## src/acp_pkg.sv

```systemverilog
// Purpose: shared constants and types of the channel power / feature bank
// Assumes: 8-bit program registers reached over the serial port
// Notes:   one place for every offset, field position and reset value
`default_nettype none

package acp_pkg;

   // variant width: 8 channels, 4 for the smaller part
   localparam int NUM_CHAN_DEF = 8;
   localparam int REG_BITS     = 8;

   // register offsets on the serial port
   localparam logic [6:0] ADDR_CHAN_PD = 7'h02;
   localparam logic [6:0] ADDR_FEATURE = 7'h03;

   // reset values
   localparam logic [7:0] CHAN_PD_RST  = 8'h00;
   localparam logic [1:0] DEV_ID_RST   = 2'h0;
   localparam logic       ALARM_EN_RST = 1'b0;
   localparam logic [2:0] FMT_RST      = 3'h0;

   // feature register field positions
   localparam int FEAT_DEV_LSB   = 6;
   localparam int FEAT_RSV_HI    = 5;
   localparam int FEAT_ALARM_BIT = 4;
   localparam int FEAT_RSV_LO    = 3;
   localparam int FEAT_FMT_LSB   = 0;

   // command word layout: address, write flag, data
   localparam int CMD_BITS     = 16;
   localparam int CMD_ADDR_LSB = 9;
   localparam int CMD_WR_BIT   = 8;

   // output word: 25 bits, first one out at the 16th falling edge
   localparam int         WORD_BITS     = 25;
   localparam logic [5:0] LOAD_FALL_IDX = 6'h0F;
   localparam logic [5:0] FALL_CNT_MAX  = 6'h3F;
   localparam int         RESULT_BITS   = 12;
   localparam int         OW_RESULT_LSB = 13;
   localparam int         OW_CHAN_LSB   = 5;
   localparam int         OW_DEV_LSB    = 3;
   localparam int         OW_SPAN_LSB   = 0;
   localparam int         SPAN_BITS     = 4;

   // output word format codes
   localparam logic [2:0] FMT_RESULT = 3'h0;
   localparam logic [2:0] FMT_CHAN   = 3'h1;
   localparam logic [2:0] FMT_DEV    = 3'h2;
   localparam logic [2:0] FMT_SPAN   = 3'h3;

   typedef struct packed {
      logic [1:0] dev_id;
      logic       alarm_en;
      logic [2:0] fmt;
   } acp_feature_type;

endpackage

`default_nettype wire

```

## src/acp_link_if.sv

```systemverilog
// Purpose: carries serial-port events from the front end to the bank
// Assumes: one clock domain, driven by acp_spi_front
// Notes:   no clocking block; plain signals with two modports
`default_nettype none

interface acp_link_if;
   logic       frame_active;
   logic       sclk_rise;
   logic       sclk_fall;
   logic [5:0] fall_idx;
   logic [15:0] cmd_word;

   modport front (
      output frame_active,
      output sclk_rise,
      output sclk_fall,
      output fall_idx,
      output cmd_word
   );

   modport core (
      input frame_active,
      input sclk_rise,
      input sclk_fall,
      input fall_idx,
      input cmd_word
   );
endinterface

`default_nettype wire

```

## src/acp_spi_front.sv

```systemverilog
// Purpose: synchronise serial pins, find clock edges, collect the command
// Assumes: serial clock well below a quarter of clock_i
// Notes:   falling edges counted before the current one appear as fall_idx
`default_nettype none

module acp_spi_front
   import acp_pkg::*;
(
   input  wire logic    clock_i,
   input  wire logic    srst_i,
   input  wire logic    sclk_i,
   input  wire logic    cs_n_i,
   input  wire logic    sdi_i,
   acp_link_if.front    link
);
   import acp_pkg::*;

   typedef struct packed {
      logic        sclk_s1;
      logic        sclk_s2;
      logic        sclk_d;
      logic        cs_s1;
      logic        cs_s2;
      logic        sdi_s1;
      logic        sdi_s2;
      logic [5:0]  fall_cnt;
      logic [15:0] shift;
   } acp_front_type;

   // select idles high, so the frame looks closed out of reset
   localparam acp_front_type FRONT_RST = '{
      sclk_s1: 1'b0, sclk_s2: 1'b0, sclk_d: 1'b0,
      cs_s1: 1'b1, cs_s2: 1'b1, sdi_s1: 1'b0, sdi_s2: 1'b0,
      fall_cnt: 6'h00, shift: 16'h0000};

   acp_front_type st;
   acp_front_type next_st;
   logic          active;
   logic          rise;
   logic          fall;

   // edges seen only on second stage vs its delayed copy
   always_comb begin
      active  = ~st.cs_s2;
      rise    = active & st.sclk_s2 & ~st.sclk_d;
      fall    = active & ~st.sclk_s2 & st.sclk_d;
      next_st = st;
      next_st.sclk_s1 = sclk_i;
      next_st.sclk_s2 = st.sclk_s1;
      next_st.sclk_d  = st.sclk_s2;
      next_st.cs_s1   = cs_n_i;
      next_st.cs_s2   = st.cs_s1;
      next_st.sdi_s1  = sdi_i;
      next_st.sdi_s2  = st.sdi_s1;
      if (!active) begin
         next_st.fall_cnt = 6'h00;
      end else begin
         if (rise) begin
            next_st.shift = {st.shift[CMD_BITS-2:0], st.sdi_s2};
         end
         // saturate so long frames never wrap back onto the load edge
         if (fall && st.fall_cnt != FALL_CNT_MAX) begin
            next_st.fall_cnt = st.fall_cnt + 6'h01;
         end
      end
   end

   always_ff @(posedge clock_i) begin
      if (srst_i) begin
         st <= FRONT_RST;
      end else begin
         st <= next_st;
      end
   end

   // event outputs to the bank
   assign link.frame_active = active;
   assign link.sclk_rise    = rise;
   assign link.sclk_fall    = fall;
   assign link.fall_idx     = st.fall_cnt;
   assign link.cmd_word     = st.shift;

endmodule // acp_spi_front

`default_nettype wire

```

## src/acp_cfg_top.sv

```systemverilog
// Purpose: channel power-down and feature registers plus output word shifter
// Assumes: conversion result, channel and span fields come from clock_i logic
// Notes:   registers written and read by 16-bit serial commands
//          command: [15:9] address, [8] write flag, [7:0] data, msb first
//          reads of 02h/03h put the byte in word bits 24:17, rest low
//          other reads return the conversion word of the current format
//
// Notes on behaviour
// one power-down bit per channel, reset 0; set means off, not scanned
// four-channel part ignores writes to absent channel bits
// four-channel part reads absent channel bits as ones
// feature bits 7:6 hold daisy-chain id, reset 0, positions 0 to 3
// feature bit 4 enables alarms, reset 0
// host writes zero to feature bits 5 and 3, read-only zero
// feature bits 2:0 select output word format, reset 0
// output stream starts at 16th falling serial edge, no latency
// word bits 24:9 carry 12-bit result msb first then four zeros
// format 0 result, 1 adds channel, 2 adds device, 3 adds span
// word bits 8:5 carry four-bit channel address when enabled
// word bits 4:3 carry daisy-chain device address when enabled
// word bits 2:0 carry three low span bits of selected channel
// all channels off means front ends off and output invalid
// host should not power down the manually selected channel
// reported span bits come from the per-channel four-bit span field
// reserved feature bits read zero whatever was written
// format codes 4 to 7 behave as format 0
`default_nettype none

module acp_cfg_top
   import acp_pkg::*;
#(
   parameter int NUM_CHAN = NUM_CHAN_DEF
) (
   input  wire logic                      clock_i,
   input  wire logic                      srst_i,
   input  wire logic                      sclk_i,
   input  wire logic                      cs_n_i,
   input  wire logic                      sdi_i,
   input  wire logic [RESULT_BITS-1:0]    conv_result_i,
   input  wire logic [3:0]                conv_chan_i,
   input  wire logic [NUM_CHAN*4-1:0]     chan_input_span_i,
   output logic                           serial_data_out_o,
   output logic [NUM_CHAN-1:0]            chan_afe_off_o,
   output logic [NUM_CHAN-1:0]            scan_allowed_o,
   output logic                           all_afe_off_o,
   output logic                           alarm_enable_o,
   output logic [1:0]                     daisy_dev_id_o,
   output logic [2:0]                     output_word_format_o
);
   import acp_pkg::*;

   typedef struct packed {
      logic [7:0]           pd;
      acp_feature_type      feat;
      logic [WORD_BITS-1:0] out_sr;
      logic                 serial_data_out;
   } acp_core_type;

   // every register and the shifter clear to zero on reset
   localparam acp_core_type CORE_RST = '{
      pd: CHAN_PD_RST,
      feat: '{dev_id: DEV_ID_RST, alarm_en: ALARM_EN_RST, fmt: FMT_RST},
      out_sr: '0,
      serial_data_out: 1'b0};

   // front-end events, all already on clock_i
   acp_link_if link ();

   acp_core_type         st;
   acp_core_type         next_st;
   logic [7:0]           exist_mask;
   logic [7:0]           pd_read;
   logic [7:0]           feat_read;
   logic [6:0]           cmd_addr;
   logic                 cmd_wr;
   logic [7:0]           cmd_data;
   logic [SPAN_BITS-1:0] span_sel;
   logic [WORD_BITS-1:0] conv_word;
   logic [WORD_BITS-1:0] load_word;
   logic                 rd_pd;
   logic                 rd_feat;
   logic                 wr_pd;
   logic                 wr_feat;

   acp_spi_front u_front (
      .clock_i (clock_i),
      .srst_i  (srst_i),
      .sclk_i  (sclk_i),
      .cs_n_i  (cs_n_i),
      .sdi_i   (sdi_i),
      .link    (link)
   );

   // which of the eight register bits belong to a real channel
   // absent channels get no port bits; their register bits stay zero
   for (genvar i = 0; i < 8; i++) begin : g_chan
      assign exist_mask[i] = (i < NUM_CHAN);
      if (i < NUM_CHAN) begin : g_real
         assign chan_afe_off_o[i] = st.pd[i];
         assign scan_allowed_o[i] = ~st.pd[i];
      end
   end

   // register read views
   // absent channel bits read as ones, reserved feature bits as zero
   always_comb begin
      pd_read   = st.pd | ~exist_mask;
      feat_read = 8'h00;
      feat_read[FEAT_DEV_LSB +: 2] = st.feat.dev_id;
      feat_read[FEAT_ALARM_BIT]    = st.feat.alarm_en;
      feat_read[FEAT_FMT_LSB +: 3] = st.feat.fmt;
   end

   // command fields, valid once sixteen bits are in
   assign cmd_addr = link.cmd_word[CMD_BITS-1:CMD_ADDR_LSB];
   assign cmd_wr   = link.cmd_word[CMD_WR_BIT];
   assign cmd_data = link.cmd_word[REG_BITS-1:0];

   // command decode, looked at only on the load edge; a frame cut
   // before its 16th fall never reaches that edge and changes nothing
   assign rd_pd   = !cmd_wr && cmd_addr == ADDR_CHAN_PD;
   assign rd_feat = !cmd_wr && cmd_addr == ADDR_FEATURE;
   assign wr_pd   = cmd_wr && cmd_addr == ADDR_CHAN_PD;
   assign wr_feat = cmd_wr && cmd_addr == ADDR_FEATURE;

   // span of the converted channel; out-of-range channel reads zero
   // a four-channel part has no span field for channels 4 to 7
   always_comb begin
      span_sel = '0;
      for (int i = 0; i < NUM_CHAN; i++) begin
         if (conv_chan_i == 4'(i)) begin
            span_sel = chan_input_span_i[i*SPAN_BITS +: SPAN_BITS];
         end
      end
   end

   // output word build; unused trailing bits stay low
   always_comb begin
      conv_word = '0;
      conv_word[OW_RESULT_LSB +: RESULT_BITS] = conv_result_i;
      case (st.feat.fmt)
         FMT_CHAN: begin
            conv_word[OW_CHAN_LSB +: 4] = conv_chan_i;
         end
         FMT_DEV: begin
            conv_word[OW_CHAN_LSB +: 4] = conv_chan_i;
            conv_word[OW_DEV_LSB +: 2]  = st.feat.dev_id;
         end
         FMT_SPAN: begin
            conv_word[OW_CHAN_LSB +: 4] = conv_chan_i;
            conv_word[OW_DEV_LSB +: 2]  = st.feat.dev_id;
            conv_word[OW_SPAN_LSB +: 3] = span_sel[2:0];
         end
         default: begin
            conv_word[OW_RESULT_LSB-1:0] = '0;
         end
      endcase
   end

   // a read of our own registers replaces the conversion word;
   // the byte leaves msb first from the load edge, zeros after it
   always_comb begin
      load_word = conv_word;
      if (rd_pd) begin
         load_word = {pd_read, {(WORD_BITS-REG_BITS){1'b0}}};
      end else if (rd_feat) begin
         load_word = {feat_read, {(WORD_BITS-REG_BITS){1'b0}}};
      end
   end

   // register writes and the output shifter, both on falling edges;
   // a write and the word it launches share one edge, so the new
   // format shows from the next frame on
   always_comb begin
      next_st = st;
      // deselect clears the shifter so each frame starts from zero
      if (!link.frame_active) begin
         next_st.serial_data_out    = 1'b0;
         next_st.out_sr = '0;
      end else if (link.sclk_fall) begin
         if (link.fall_idx == LOAD_FALL_IDX) begin
            // word built from settings in force before this command
            next_st.serial_data_out    = load_word[WORD_BITS-1];
            next_st.out_sr = {load_word[WORD_BITS-2:0], 1'b0};
            // absent channel bits never store a one
            if (wr_pd) begin
               next_st.pd = cmd_data & exist_mask;
            end
            if (wr_feat) begin
               next_st.feat.dev_id   = cmd_data[FEAT_DEV_LSB +: 2];
               next_st.feat.alarm_en = cmd_data[FEAT_ALARM_BIT];
               next_st.feat.fmt      = cmd_data[FEAT_FMT_LSB +: 3];
               // bits 5 and 3 are dropped
            end
         end else if (link.fall_idx > LOAD_FALL_IDX) begin
            next_st.serial_data_out    = st.out_sr[WORD_BITS-1];
            next_st.out_sr = {st.out_sr[WORD_BITS-2:0], 1'b0};
         end
      end
   end

   // one register stage for all core state, synchronous reset
   always_ff @(posedge clock_i) begin
      if (srst_i) begin
         st <= CORE_RST;
      end else begin
         st <= next_st;
      end
   end

   // status outputs; a powered-down manual channel is the host's hazard
   // absent channels count as off, so a four-channel part flags invalid
   // output once its four real bits are all set
   assign all_afe_off_o        = &pd_read;
   assign serial_data_out_o    = st.serial_data_out;
   assign alarm_enable_o       = st.feat.alarm_en;
   assign daisy_dev_id_o       = st.feat.dev_id;
   assign output_word_format_o = st.feat.fmt;

endmodule // acp_cfg_top

`default_nettype wire

```

## config.mk

```make
export PLATFORM = sky130hd
export DESIGN_NAME = acp_cfg_top
export DESIGN_NICKNAME = d
export VERILOG_FILES = /design/src/acp_pkg.sv /design/src/acp_link_if.sv /design/src/acp_spi_front.sv /design/src/acp_cfg_top.sv
export SDC_FILE = /design/constraint.sdc
export NUM_CORES = 1
export LEC_CHECK = 0
export BUFFER_PORTS_ARGS = -buffer_cell sky130_fd_sc_hd__buf_2
export CORE_MARGIN = 4
export CORE_UTILIZATION = 48
export CTS_CLUSTER_DIAMETER = 120
export DETAILED_ROUTE_END_ITERATION = 16
export GPL_ROUTABILITY_DRIVEN = 0
export HOLD_SLACK_MARGIN = 0.06
export PLACE_DENSITY_LB_ADDON = 0.08
export SYNTH_ARGS = -nofsm -noshare
export SYNTH_HDL_FRONTEND = slang
export SYNTH_SLANG_ARGS = --single-unit
```

## constraint.sdc

```tcl
create_clock -name clock_i -period 1.43 [get_ports clock_i]
set_input_delay 0.286 -clock clock_i [delete_from_list [all_inputs] [get_ports clock_i]]
set_output_delay 0.286 -clock clock_i [all_outputs]
set_load 0.02 [all_outputs]
```

==> results of run 1 <==
[report_power, final]
group	internal (mW)	total (mW)	leakage [nW]	switching, mW
combinational	0.105	0.185	1.05	0.0801
clock	1.15	1.88	0.112	0.732
sequential	1.90	1.90	0.557	0.00481
[cells in the final DEF, fill, tap and decap left out, drive strengths merged, types with 7 or more instances in the layout]
| cell | synthesis | layout |
|---|---|---|
| nand2 | 35 | 35 |
| dfxtp | 68 | 68 |
| inv | 9 | 9 |
| mux2 | 8 | 8 |
| o211ai | 9 | 9 |
| mux2i | 17 | 17 |
| nor2b | 7 | 7 |
| a221oi | 10 | 10 |
| a21oi | 34 | 34 |
| buf | 22 | 111 |
| nor2 | 41 | 41 |
| o21ai | 24 | 24 |
| clkbuf | 12 | 9 |
[metrics by stage]
step	hold WS (ns)	util, %	power [mW]	setup WS, ns	instances
after detailed placement	0.393	59.7	2.13	-0.203	506
after global routing	0.119	66.8	4.12	-0.315	527
after CTS	0.114	65.3	4.02	-0.157	524
after floorplan	0.389	-	2.04	-0.0400	358
after global placement	0.403	59.7	2.13	-0.150	506
final	0.125	66.8	3.97	-0.197	527
[layout make-up]
class / count / area (µm²) / share of cell area (%)
Tap cell: 77 / 96.3 / 2.25
Sequential cell: 68 / 1390 / 32.4
Multi-Input combinational cell: 247 / 1800 / 41.9
Clock inverter: 6 / 114 / 2.65
Clock buffer: 9 / 124 / 2.89
Inverter: 9 / 33.8 / 0.788
Timing Repair Buffer: 111 / 737 / 17.2
[registers in the layout, indices dropped and copies added, names as in the netlist]
register and cells:
daisy_dev_id_o 2, u_front.link.cmd_word 16, output_word_format_o 3, st 24
u_front.link.fall_idx 6, u_front.next_st 4, chan_afe_off_o 8, u_front.st 3
alarm_enable_o 1, serial_data_out_o 1
[what timing repair did]
action | CTS | global route
resized for setup | 27 | 19
pin swaps | 12 | 11
setup buffers | 3 | 3
endpoints found under the setup margin | 54 | 45
[logic make-up after synthesis]
kind of cell	count (synthesis)
buffers and inverters	43
XOR/XNOR	4
multiplexers	29
AO/OA/AOI/OAI	89
adder cells (fa/ha/maj)	1
AND/OR/NAND/NOR	124
flip-flops	68
[layer usage]
layer  vias up  track usage [%]  wire, µm
li1       1427                -         -
met1      1353             24.3      3310
met2        43             35.3      4180
met3        10             5.51       278
met4         0             6.38        99
met5         -                0         0
[final timing paths]
path                                   from             endpoint  slack, ns  cells after the start
setup / recovery  u_front.link.cmd_word[11]    serial_data_out_o      -0.20                      6
hold / removal                       cs_n_i  u_front.next_st[24]       0.13                      2
setup reg to reg  u_front.link.cmd_word[11]    serial_data_out_o      -0.20                      6
hold reg to reg         u_front.next_st[24]       u_front.st[24]       0.43                      1
==> reports/results.tsv, run 1 <==
stage	metric	value	unit
sta	tightestPinTransition	0.454	ns
floorplanning	die-area	8080	µm²
sta	rsz0062_at_grt	true	
floorplanning	core	6420	µm²
sta	tns	-4.72	ns
sta	hold_viol_final	0	
sta	setup_violations	39	
clock_tree	clock_latency	0.35	ns
drt	drc	0	
synth	synth_top_flop_cell	dfxtp_1	
setup_path	cpPeakStageDelay	0.34	ns
finish	diodes	0	
synth	ys_ff_latch	68	
synth	ys_async_sr_fraction	0	%
synth	synth-compound-area-share	17.5	%
flow_run	cap_viol_max_count	0	
run_status	violations	setup timing	
drt	post_drt_wl_per_cell	14.9	µm
setup_path	end_kind	flip-flop	
synth	netlist.area_leader.share	42.3	%
synth	synthXorXnorAreaFrac	1.09	%
pwr	powerDensity	925	nW/µm²
sta	relSlewSlack	69.6	%
synth	synth.area.mux_share	10.9	%
placement	dpl_cell_area	3830	µm²
synth	yosysMostFrequentCell	dfxtp_1	
placement	dp_hpwl	5.71	mm
sta	finalCritPeriodShare	114	%
pwr	p_leak	1.72	nW
floorplanning	rows	29	
global_routing	grt_pass1_vias	2877	
finish	nets	500	
global_routing	grt_max_degree	25	
setup_path	crit_family	simple AND/OR/NAND/NOR gates	
setup_path	crit_path_start_kind	flip-flop	
floorplanning	io_pins	77	
synth	synth_top_family_by_area	simple AND/OR/NAND/NOR gates	
synth	yosysTopAreaCell	dfxtp_1	
min_path	hold_class	in -> reg	
clock_tree	cts.clk_slew.worst_paths	0.08	ns
clock_tree	cts.path.max_buffers	2	
finish	n_fill_cell	547	
synth	yosys.area_share.simple	20.6	%
global_routing	antenna_found_initial	0	
setup_path	crit_path_top_delay_cell	dfxtp_2	
drt	wirelength	7.86	mm
floorplanning	die_x	89.9	µm
synth	synth.distinct_cells	48	
clock_tree	hold_buffers	0	
finish	stdcell_area	4290	µm²
clock_tree	cts_num_sinks	68	
synth	synth_fp_nets	412	
drt	drt-initial-drc-count	104	
clock_tree	root_buffer	clkbuf_8	
drt	vias_per_cell	5.38	
pwr	peakVddDrop	0.000749	V
setup_path	crit_buf_inv	1	
sta	finalWorstSetupSlack	-0.197	ns
drt	route.vias.total	2833	
setup_path	crit_required	1.66	ns
placement	port_buffers	68	
drt	ant_nets	0	
global_routing	grt-ovfl-total	0	
setup_path	crit_chain	nor4b_4, nand3b_1, buf_4, mux2_2, o211ai_1, a21oi_1	
synth	synth_edf_count	0	
sta	layout_min_cycle_time	1.63	ns
synth	synth_seq_area_share	42.3	%
finish	drive_gt1_share	43.3	%
run_status	status	finished with violations	
clock_tree	cts_buffers	9	
floorplanning	start_util	50.1	%
synth	synth_fa_ha_area_share	0.389	%
sta	drv_slew	0	
synth	synth_area	3220	µm²
floorplanning	fp.dieH	89.9	µm
sta	clock.fmax	614	MHz
setup_path	cp_max_fo	5	
synth	netlist_top_cells_count	dfxtp_1, nor2_1, nand2_1	
clock_tree	cts_tree	built	
finish	synthToLayoutAreaGrowth	33.3	%
synth	synth_area_leaders	dfxtp_1, a21oi_1, mux2i_1	
synth	syn_avg_cell_area	8.99	µm²
global_routing	track_usage	20.3	%
setup_path	criticalPathCategory	reg -> reg	
sta	clock_skew	0.0101	ns
clock_tree	htreeDepth	3	
setup_path	cp_data_arrival_time	1.85	ns
synth	syn_inst	358	
global_routing	grt_pass1_wl	13.5	mm
synth	yosys_warnings	0	
drt	drt_first_pass_iters	4	
Power figures use the tool's default switching activity.
==> run 2, diff against run 1 <==
--- a/config.mk
+++ b/config.mk
@@ -6,8 +6,11 @@
 export NUM_CORES = 1
 export LEC_CHECK = 0
 export BUFFER_PORTS_ARGS = -buffer_cell sky130_fd_sc_hd__buf_2
+export CELL_PAD_IN_SITES_DETAIL_PLACEMENT = 1
+export CELL_PAD_IN_SITES_GLOBAL_PLACEMENT = 2
+export CORE_ASPECT_RATIO = 1.1
 export CORE_MARGIN = 4
-export CORE_UTILIZATION = 48
+export CORE_UTILIZATION = 29
 export CTS_CLUSTER_DIAMETER = 120
 export DETAILED_ROUTE_END_ITERATION = 16
 export GPL_ROUTABILITY_DRIVEN = 0
==> run 2 against run 1 <==
Worst hold slack improved by 0.021 ns. First-iteration DRC count decreased by 41%. Register-to-register slack about the same. Worst setup slack about the same. Core utilization decreased by 24 points. Flip-flop and latch count unchanged. Non-clock buffer count increased by 18. Sequential share of layout area decreased by 2.6 points. Sequential power about the same. Routed wire length increased by 29%. Clock power increased by 18%. The run still ends with setup timing left. Combinational power increased by 8%.
==> reports/results.tsv, run 2 (synthesis gave the netlist of run 1 again) <==
stage	metric	value	unit	change
setup_path	crit_chain	nor4b_4, nand3b_1, buf_4, mux2_2, o211ai_1, a21oi_1		
placement	dp_hpwl	7.37	mm	+29%
setup_path	crit_path_start_kind	flip-flop		
floorplanning	core	10900	µm²	+70%
sta	layout_min_cycle_time	1.63	ns	+0.0000870 ns
setup_path	end_kind	flip-flop		
setup_path	r2r_end	st[19]		
min_path	hold_class	in -> reg		
clock_tree	hold_buffers	0		unchanged
finish	largest_reg_flops	24		unchanged
clock_tree	cts_num_sinks	68		unchanged
floorplanning	fp.dieH	118	µm	+32%
drt	wl_met2	5.41	mm	+29%
global_routing	antenna_found_initial	0		unchanged
drt	drt-met1-wl	4.37	mm	+32%
sta	relSlewSlack	69.2	%	-0.42 points
floorplanning	rows	40		+38%
floorplanning	die-area	12800	µm²	+59%
drt	highest_layer	met4		
setup_path	endpoint	st[19]		
drt	post_drt_wl_per_cell	16.4	µm	+10%
drt	ant_nets	0		unchanged
finish	diodes	0		unchanged
global_routing	track_usage	15.9	%	-4.4 points
setup_path	crit_buf_inv	1		unchanged
setup_path	crit_family	simple AND/OR/NAND/NOR gates		
clock_tree	htreeDepth	3		unchanged
setup_path	r2r_cells	6		unchanged
global_routing	grt_pass1_wl	16.0	mm	+18%
finish	final_cell_mix	buf_2, dfxtp_1, buf_4, nor2_1		
sta	finalWorstSetupSlack	-0.197	ns	-0.0000870 ns
setup_path	cp_max_fo	4		-1
run_status	violations	setup timing		
pwr	peakVddDrop	0.000413	V	-45%
drt	drt_first_pass_iters	4		unchanged
setup_path	criticalPathCategory	reg -> reg		
sta	finalCritPeriodShare	114	%	about the same
finish	n_fill_cell	1305		+140%
finish	drive_gt1_share	43.7	%	+0.38 points
pwr	powerDensity	933	nW/µm²	+0.89%
flow_run	cap_viol_max_count	0		unchanged
setup_path	r2r_start	u_front.link.cmd_word[11]		
sta	clock.fmax	614	MHz	about the same
sta	clock_skew	0.00643	ns	-0.00364 ns
finish	final_common_cell	buf_2		
pwr	power	4.33	mW	+9.1%
floorplanning	io_pins	77		unchanged
pwr	p_leak	1.88	nW	+9.3%
clock_tree	cts.path.max_buffers	2		unchanged
sta	setup_violations	42		+7.7%
setup_path	cpPeakStageDelay	0.33	ns	about the same
floorplanning	die_x	108	µm	+21%
global_routing	grt_max_degree	26		+4.0%
clock_tree	cts.clk_slew.worst_paths	0.06	ns	-0.02 ns
sta	drv_slew	0		unchanged
drt	drc	0		unchanged
clock_tree	cts_tree	built		
floorplanning	start_util	29.5	%	-21 points
drt	route.vias.total	2932		+3.5%
sta	tightestPinTransition	0.461	ns	+0.00626 ns
run_status	status	finished with violations		
sta	hold_viol_final	0		unchanged
global_routing	grt_pass1_vias	3104		+7.9%
setup_path	critPathLaunch	u_front.link.cmd_word[11]		
setup_path	reg2reg_slack	-0.20	ns	about the same
setup_path	cp_data_arrival_time	1.84	ns	about the same
drt	wl_met3	251	µm	-9.7%
sta	rsz0062_at_grt	true		
drt	drt-initial-drc-count	61		-41%
finish	synthToLayoutAreaGrowth	44.1	%	
drt	vias_per_cell	4.76		-11%
placement	port_buffers	68		unchanged
clock_tree	cts_buffers	9		unchanged
setup_path	crit_required	1.64	ns	-0.02 ns
finish	regMostFlops	st		
clock_tree	root_buffer	clkbuf_16		
global_routing	grt-ovfl-total	0		unchanged
drt	wirelength	10.1	mm	+29%
sta	hold_ws	0.146	ns	+0.0208 ns
setup_path	crit_path_top_delay_cell	dfxtp_2		
setup_path	crit_cells	6		unchanged
finish	nets	518		+3.6%
clock_tree	clock_latency	0.32	ns	-0.03 ns
==> run 2: power by group <==
part / internal [mW] / switching [mW]
Sequential: 1.90 / 0.00492
Clock: 1.45 / 0.774
Combinational: 0.112 / 0.0880
==> run 2: layout make-up <==
| cell class | count | area, µm² | area share, % |
|---|---|---|---|
| timing repair buffer | 129 | 951 | 20.5 |
| inverter | 9 | 33.8 | 0.728 |
| sequential | 68 | 1380 | 29.8 |
| clock inverter | 1 | 30.0 | 0.647 |
| clock buffer | 15 | 268 | 5.77 |
| tap | 147 | 184 | 3.97 |
| multi-input combinational | 247 | 1790 | 38.6 |
==> run 2: what timing repair did <==
item	in CTS	in global routing
gates resized for setup	17	23
cloned	1	1
pin swaps	15	16
endpoints found under the hold margin	0	0
endpoints found under the setup margin	42	59
buffers inserted	5	2
==> run 2: worst min-delay path by stage <==
stage                              from                   to  slack (ns)  cells past startpoint
floorplan           u_front.next_st[24]       u_front.st[24]        0.39                      1
global placement    u_front.next_st[24]       u_front.st[24]        0.40                      1
detailed placement  u_front.next_st[24]       u_front.st[24]        0.39                      1
CTS                              cs_n_i  u_front.next_st[24]        0.13                      2
global route                     cs_n_i  u_front.next_st[24]        0.14                      2
finish                           cs_n_i  u_front.next_st[24]        0.15                      2
==> run 2: worst reg2reg max path, stage by stage, from the launching register on <==
cell	delay, ns
dfxtp_2	0.33
nor4b_4	0.29
nand3b_1	0.22
buf_4	0.22
mux2_2	0.27
o211ai_1	0.11
a21oi_1	0.09
==> run 2: metal layers <==
| layer | vias up | GRT usage, % |
|---|---|---|
| met3 | 6 | 3.71 |
| li1 | 1470 | - |
| met2 | 32 | 27.4 |
| met5 | - | 0 |
| met1 | 1424 | 19.4 |
| met4 | 0 | 4.74 |
==> run 2: through the flow <==
step / area (µm²) / util (%) / setup TNS (ns) / cells / setup slack [ns]
5_1_grt: 4640 / 42.5 / -9.11 / 616 / -0.304
3_5_place_dp: 4070 / 37.3 / -5.29 / 591 / -0.187
3_3_place_gp: 4070 / 37.3 / -4.50 / 591 / -0.177
6_report: 4640 / 42.5 / -4.84 / 616 / -0.197
4_1_cts: 4510 / 41.4 / -4.86 / 613 / -0.193
2_1_floorplan: 3300 / - / -0.488 / 358 / -0.0400
==> run 3, diff against run 2 <==
--- a/config.mk
+++ b/config.mk
@@ -6,11 +6,11 @@
 export NUM_CORES = 1
 export LEC_CHECK = 0
 export BUFFER_PORTS_ARGS = -buffer_cell sky130_fd_sc_hd__buf_2
-export CELL_PAD_IN_SITES_DETAIL_PLACEMENT = 1
-export CELL_PAD_IN_SITES_GLOBAL_PLACEMENT = 2
+export CELL_PAD_IN_SITES_DETAIL_PLACEMENT = 0
+export CELL_PAD_IN_SITES_GLOBAL_PLACEMENT = 1
 export CORE_ASPECT_RATIO = 1.1
 export CORE_MARGIN = 4
-export CORE_UTILIZATION = 29
+export CORE_UTILIZATION = 36
 export CTS_CLUSTER_DIAMETER = 120
 export DETAILED_ROUTE_END_ITERATION = 16
 export GPL_ROUTABILITY_DRIVEN = 0
==> run 3 against run 2 <==
The flow still finishes with violations (setup timing). Count of clock-buffer cells in the layout down 6. Worst setup slack better by 0.059 ns. Core utilization up 8.7 points. Power shrank 16%. Critical endpoint is now chan_afe_off_o[5]. Highest routed layer unchanged.
==> reports/results.tsv, run 3 (synthesis gave the netlist of run 1 again) <==
stage	metric	value	unit	change
drt	ant_nets	0		unchanged
drt	drc	0		unchanged
clock_tree	cts_num_sinks	68		unchanged
sta	finalWorstSetupSlack	-0.138	ns	+0.0590 ns
drt	drt_first_pass_iters	6		+2
drt	drt-initial-drc-count	72		+18%
floorplanning	die_x	98.1	µm	-9.5%
drt	route.vias.total	2827		-3.6%
sta	layout_min_cycle_time	1.57	ns	-0.0590 ns
global_routing	grt-ovfl-total	0		unchanged
finish	n_fill_cell	849		-35%
finish	regMostFlops	st		
sta	relSlewSlack	72.6	%	+3.4 points
placement	dpl_cell_area	3950	µm²	-3.1%
pwr	p_leak	1.74	nW	-7.5%
sta	setup_violations	36		-14%
run_status	violations	setup timing		
clock_tree	cts.path.max_buffers	2		unchanged
floorplanning	core	8540	µm²	-22%
min_path	hold_class	in -> reg		
finish	diodes	0		unchanged
global_routing	grt_pass1_vias	2746		-12%
placement	dp_hpwl	6.23	mm	-15%
placement	port_buffers	68		unchanged
drt	post_drt_wl_per_cell	14.8	µm	-10%
setup_path	crit_family	simple AND/OR/NAND/NOR gates		
floorplanning	start_util	37.7	%	+8.2 points
setup_path	crit_required	1.66	ns	+0.02 ns
drt	wirelength	8.41	mm	-17%
finish	nets	507		-2.1%
setup_path	criticalPathCategory	reg -> reg		
setup_path	crit_buf_inv	1		unchanged
finish	final_common_cell	buf_2		
global_routing	antenna_found_initial	0		unchanged
floorplanning	io_pins	77		unchanged
finish	final_cell_mix	buf_2, dfxtp_1, nor2_1, buf_4, nand2_1		
drt	vias_per_cell	4.97		+4.4%
finish	largest_reg_flops	24		unchanged
finish	stdcell_area	4370	µm²	-5.7%
setup_path	crit_path_top_delay_cell	dfxtp_2		
sta	hold_viol_final	0		unchanged
setup_path	cp_data_arrival_time	1.80	ns	-0.04 ns
sta	rsz0062_at_grt	true		
setup_path	end_kind	flip-flop		
setup_path	crit_path_start_kind	flip-flop		
clock_tree	cts_tree	built		
pwr	powerDensity	832	nW/µm²	-11%
sta	finalCritPeriodShare	110	%	-4.1 points
floorplanning	die-area	10500	µm²	-18%
clock_tree	root_buffer	clkbuf_8		
sta	tightestPinTransition	0.410	ns	-0.0508 ns
clock_tree	cts_buffers	9		unchanged
sta	drv_slew	0		unchanged
global_routing	track_usage	16.2	%	+0.29 points
sta	clock_skew	0.00771	ns	+0.00128 ns
global_routing	grt_pass1_wl	13.7	mm	-14%
setup_path	crit_chain	nor4b_4, and2_4, and4b_1, buf_12, mux2i_1, nor2_1		
setup_path	cpPeakStageDelay	0.33	ns	about the same
placement	dp_worst_setup_slack	-0.164	ns	+0.0233 ns
flow_run	cap_viol_max_count	0		unchanged
clock_tree	hold_buffers	0		unchanged
clock_tree	cts.clk_slew.worst_paths	0.08	ns	+0.02 ns
floorplanning	fp.dieH	107	µm	-9.6%
finish	synthToLayoutAreaGrowth	35.9	%	
global_routing	grt_max_degree	32		+23%
sta	clock.fmax	638	MHz	+3.8%
clock_tree	clock_latency	0.34	ns	+0.02 ns
setup_path	cp_max_fo	8		+4
pwr	peakVddDrop	0.000445	V	+7.6%
finish	drive_gt1_share	44.5	%	+0.83 points
floorplanning	rows	35		-13%
clock_tree	htreeDepth	3		unchanged
run_status	status	finished with violations		
==> run 3: worst reg2reg max path: stages, from the launching register on <==
cell	delay, ns
dfxtp_2	0.33
nor4b_4	0.29
and2_4	0.21
and4b_1	0.24
buf_12	0.14
mux2i_1	0.19
nor2_1	0.05
==> run 3: worst paths after layout <==
path | start | end | slack (ns) | cells after the start
min reg2reg | u_front.next_st[24] | u_front.st[24] | 0.40 | 1
max reg2reg | u_front.link.cmd_word[11] | chan_afe_off_o[5] | -0.14 | 6
min | cs_n_i | u_front.next_st[24] | 0.13 | 2
max | u_front.link.cmd_word[11] | chan_afe_off_o[5] | -0.14 | 6
==> run 3: area by class of cell <==
cell class | instances | area, µm² | share of cell area [%]
tap | 111 | 139 | 3.18
timing repair buffer | 118 | 815 | 18.6
clock inverter | 7 | 67.6 | 1.55
sequential | 68 | 1390 | 31.8
multi-input combinational | 247 | 1810 | 41.3
inverter | 9 | 33.8 | 0.773
clock buffer | 9 | 124 | 2.83
==> run 3: where the power goes <==
group | internal, mW | switching, mW | total [mW] | leakage, nW
Combinational | 0.104 | 0.0842 | 0.189 | 1.09
Clock | 0.795 | 0.757 | 1.55 | 0.0910
Sequential | 1.89 | 0.00444 | 1.90 | 0.556
==> run 3: per-stage QoR <==
step           power [mW]  std cells  hold WS, ns  TNS (ns)  util (%)
2_1_floorplan        2.04        358        0.389    -0.488         -
3_5_place_dp         2.14        546        0.394     -4.01      46.2
4_1_cts              3.69        563        0.109     -3.59      49.6
3_3_place_gp         2.13        546        0.393     -3.35      46.2
6_report             3.64        569        0.126     -3.16      51.2
5_1_grt              3.81        569        0.118     -6.47      51.2
==> run 3: timing repair <==
action,4_1_cts,5_1_grt
resized for setup,25,22
endpoints found under the hold margin,0,0
setup buffers,1,6
pin swaps,8,20
setup endpoints to repair,55,45
==> run 3: per-layer routing <==
layer | track usage [%] | wire length [µm]
met5 | 0 | 0
met4 | 5.76 | 87
met3 | 3.06 | 248
met2 | 26.0 | 4270
met1 | 21.8 | 3800
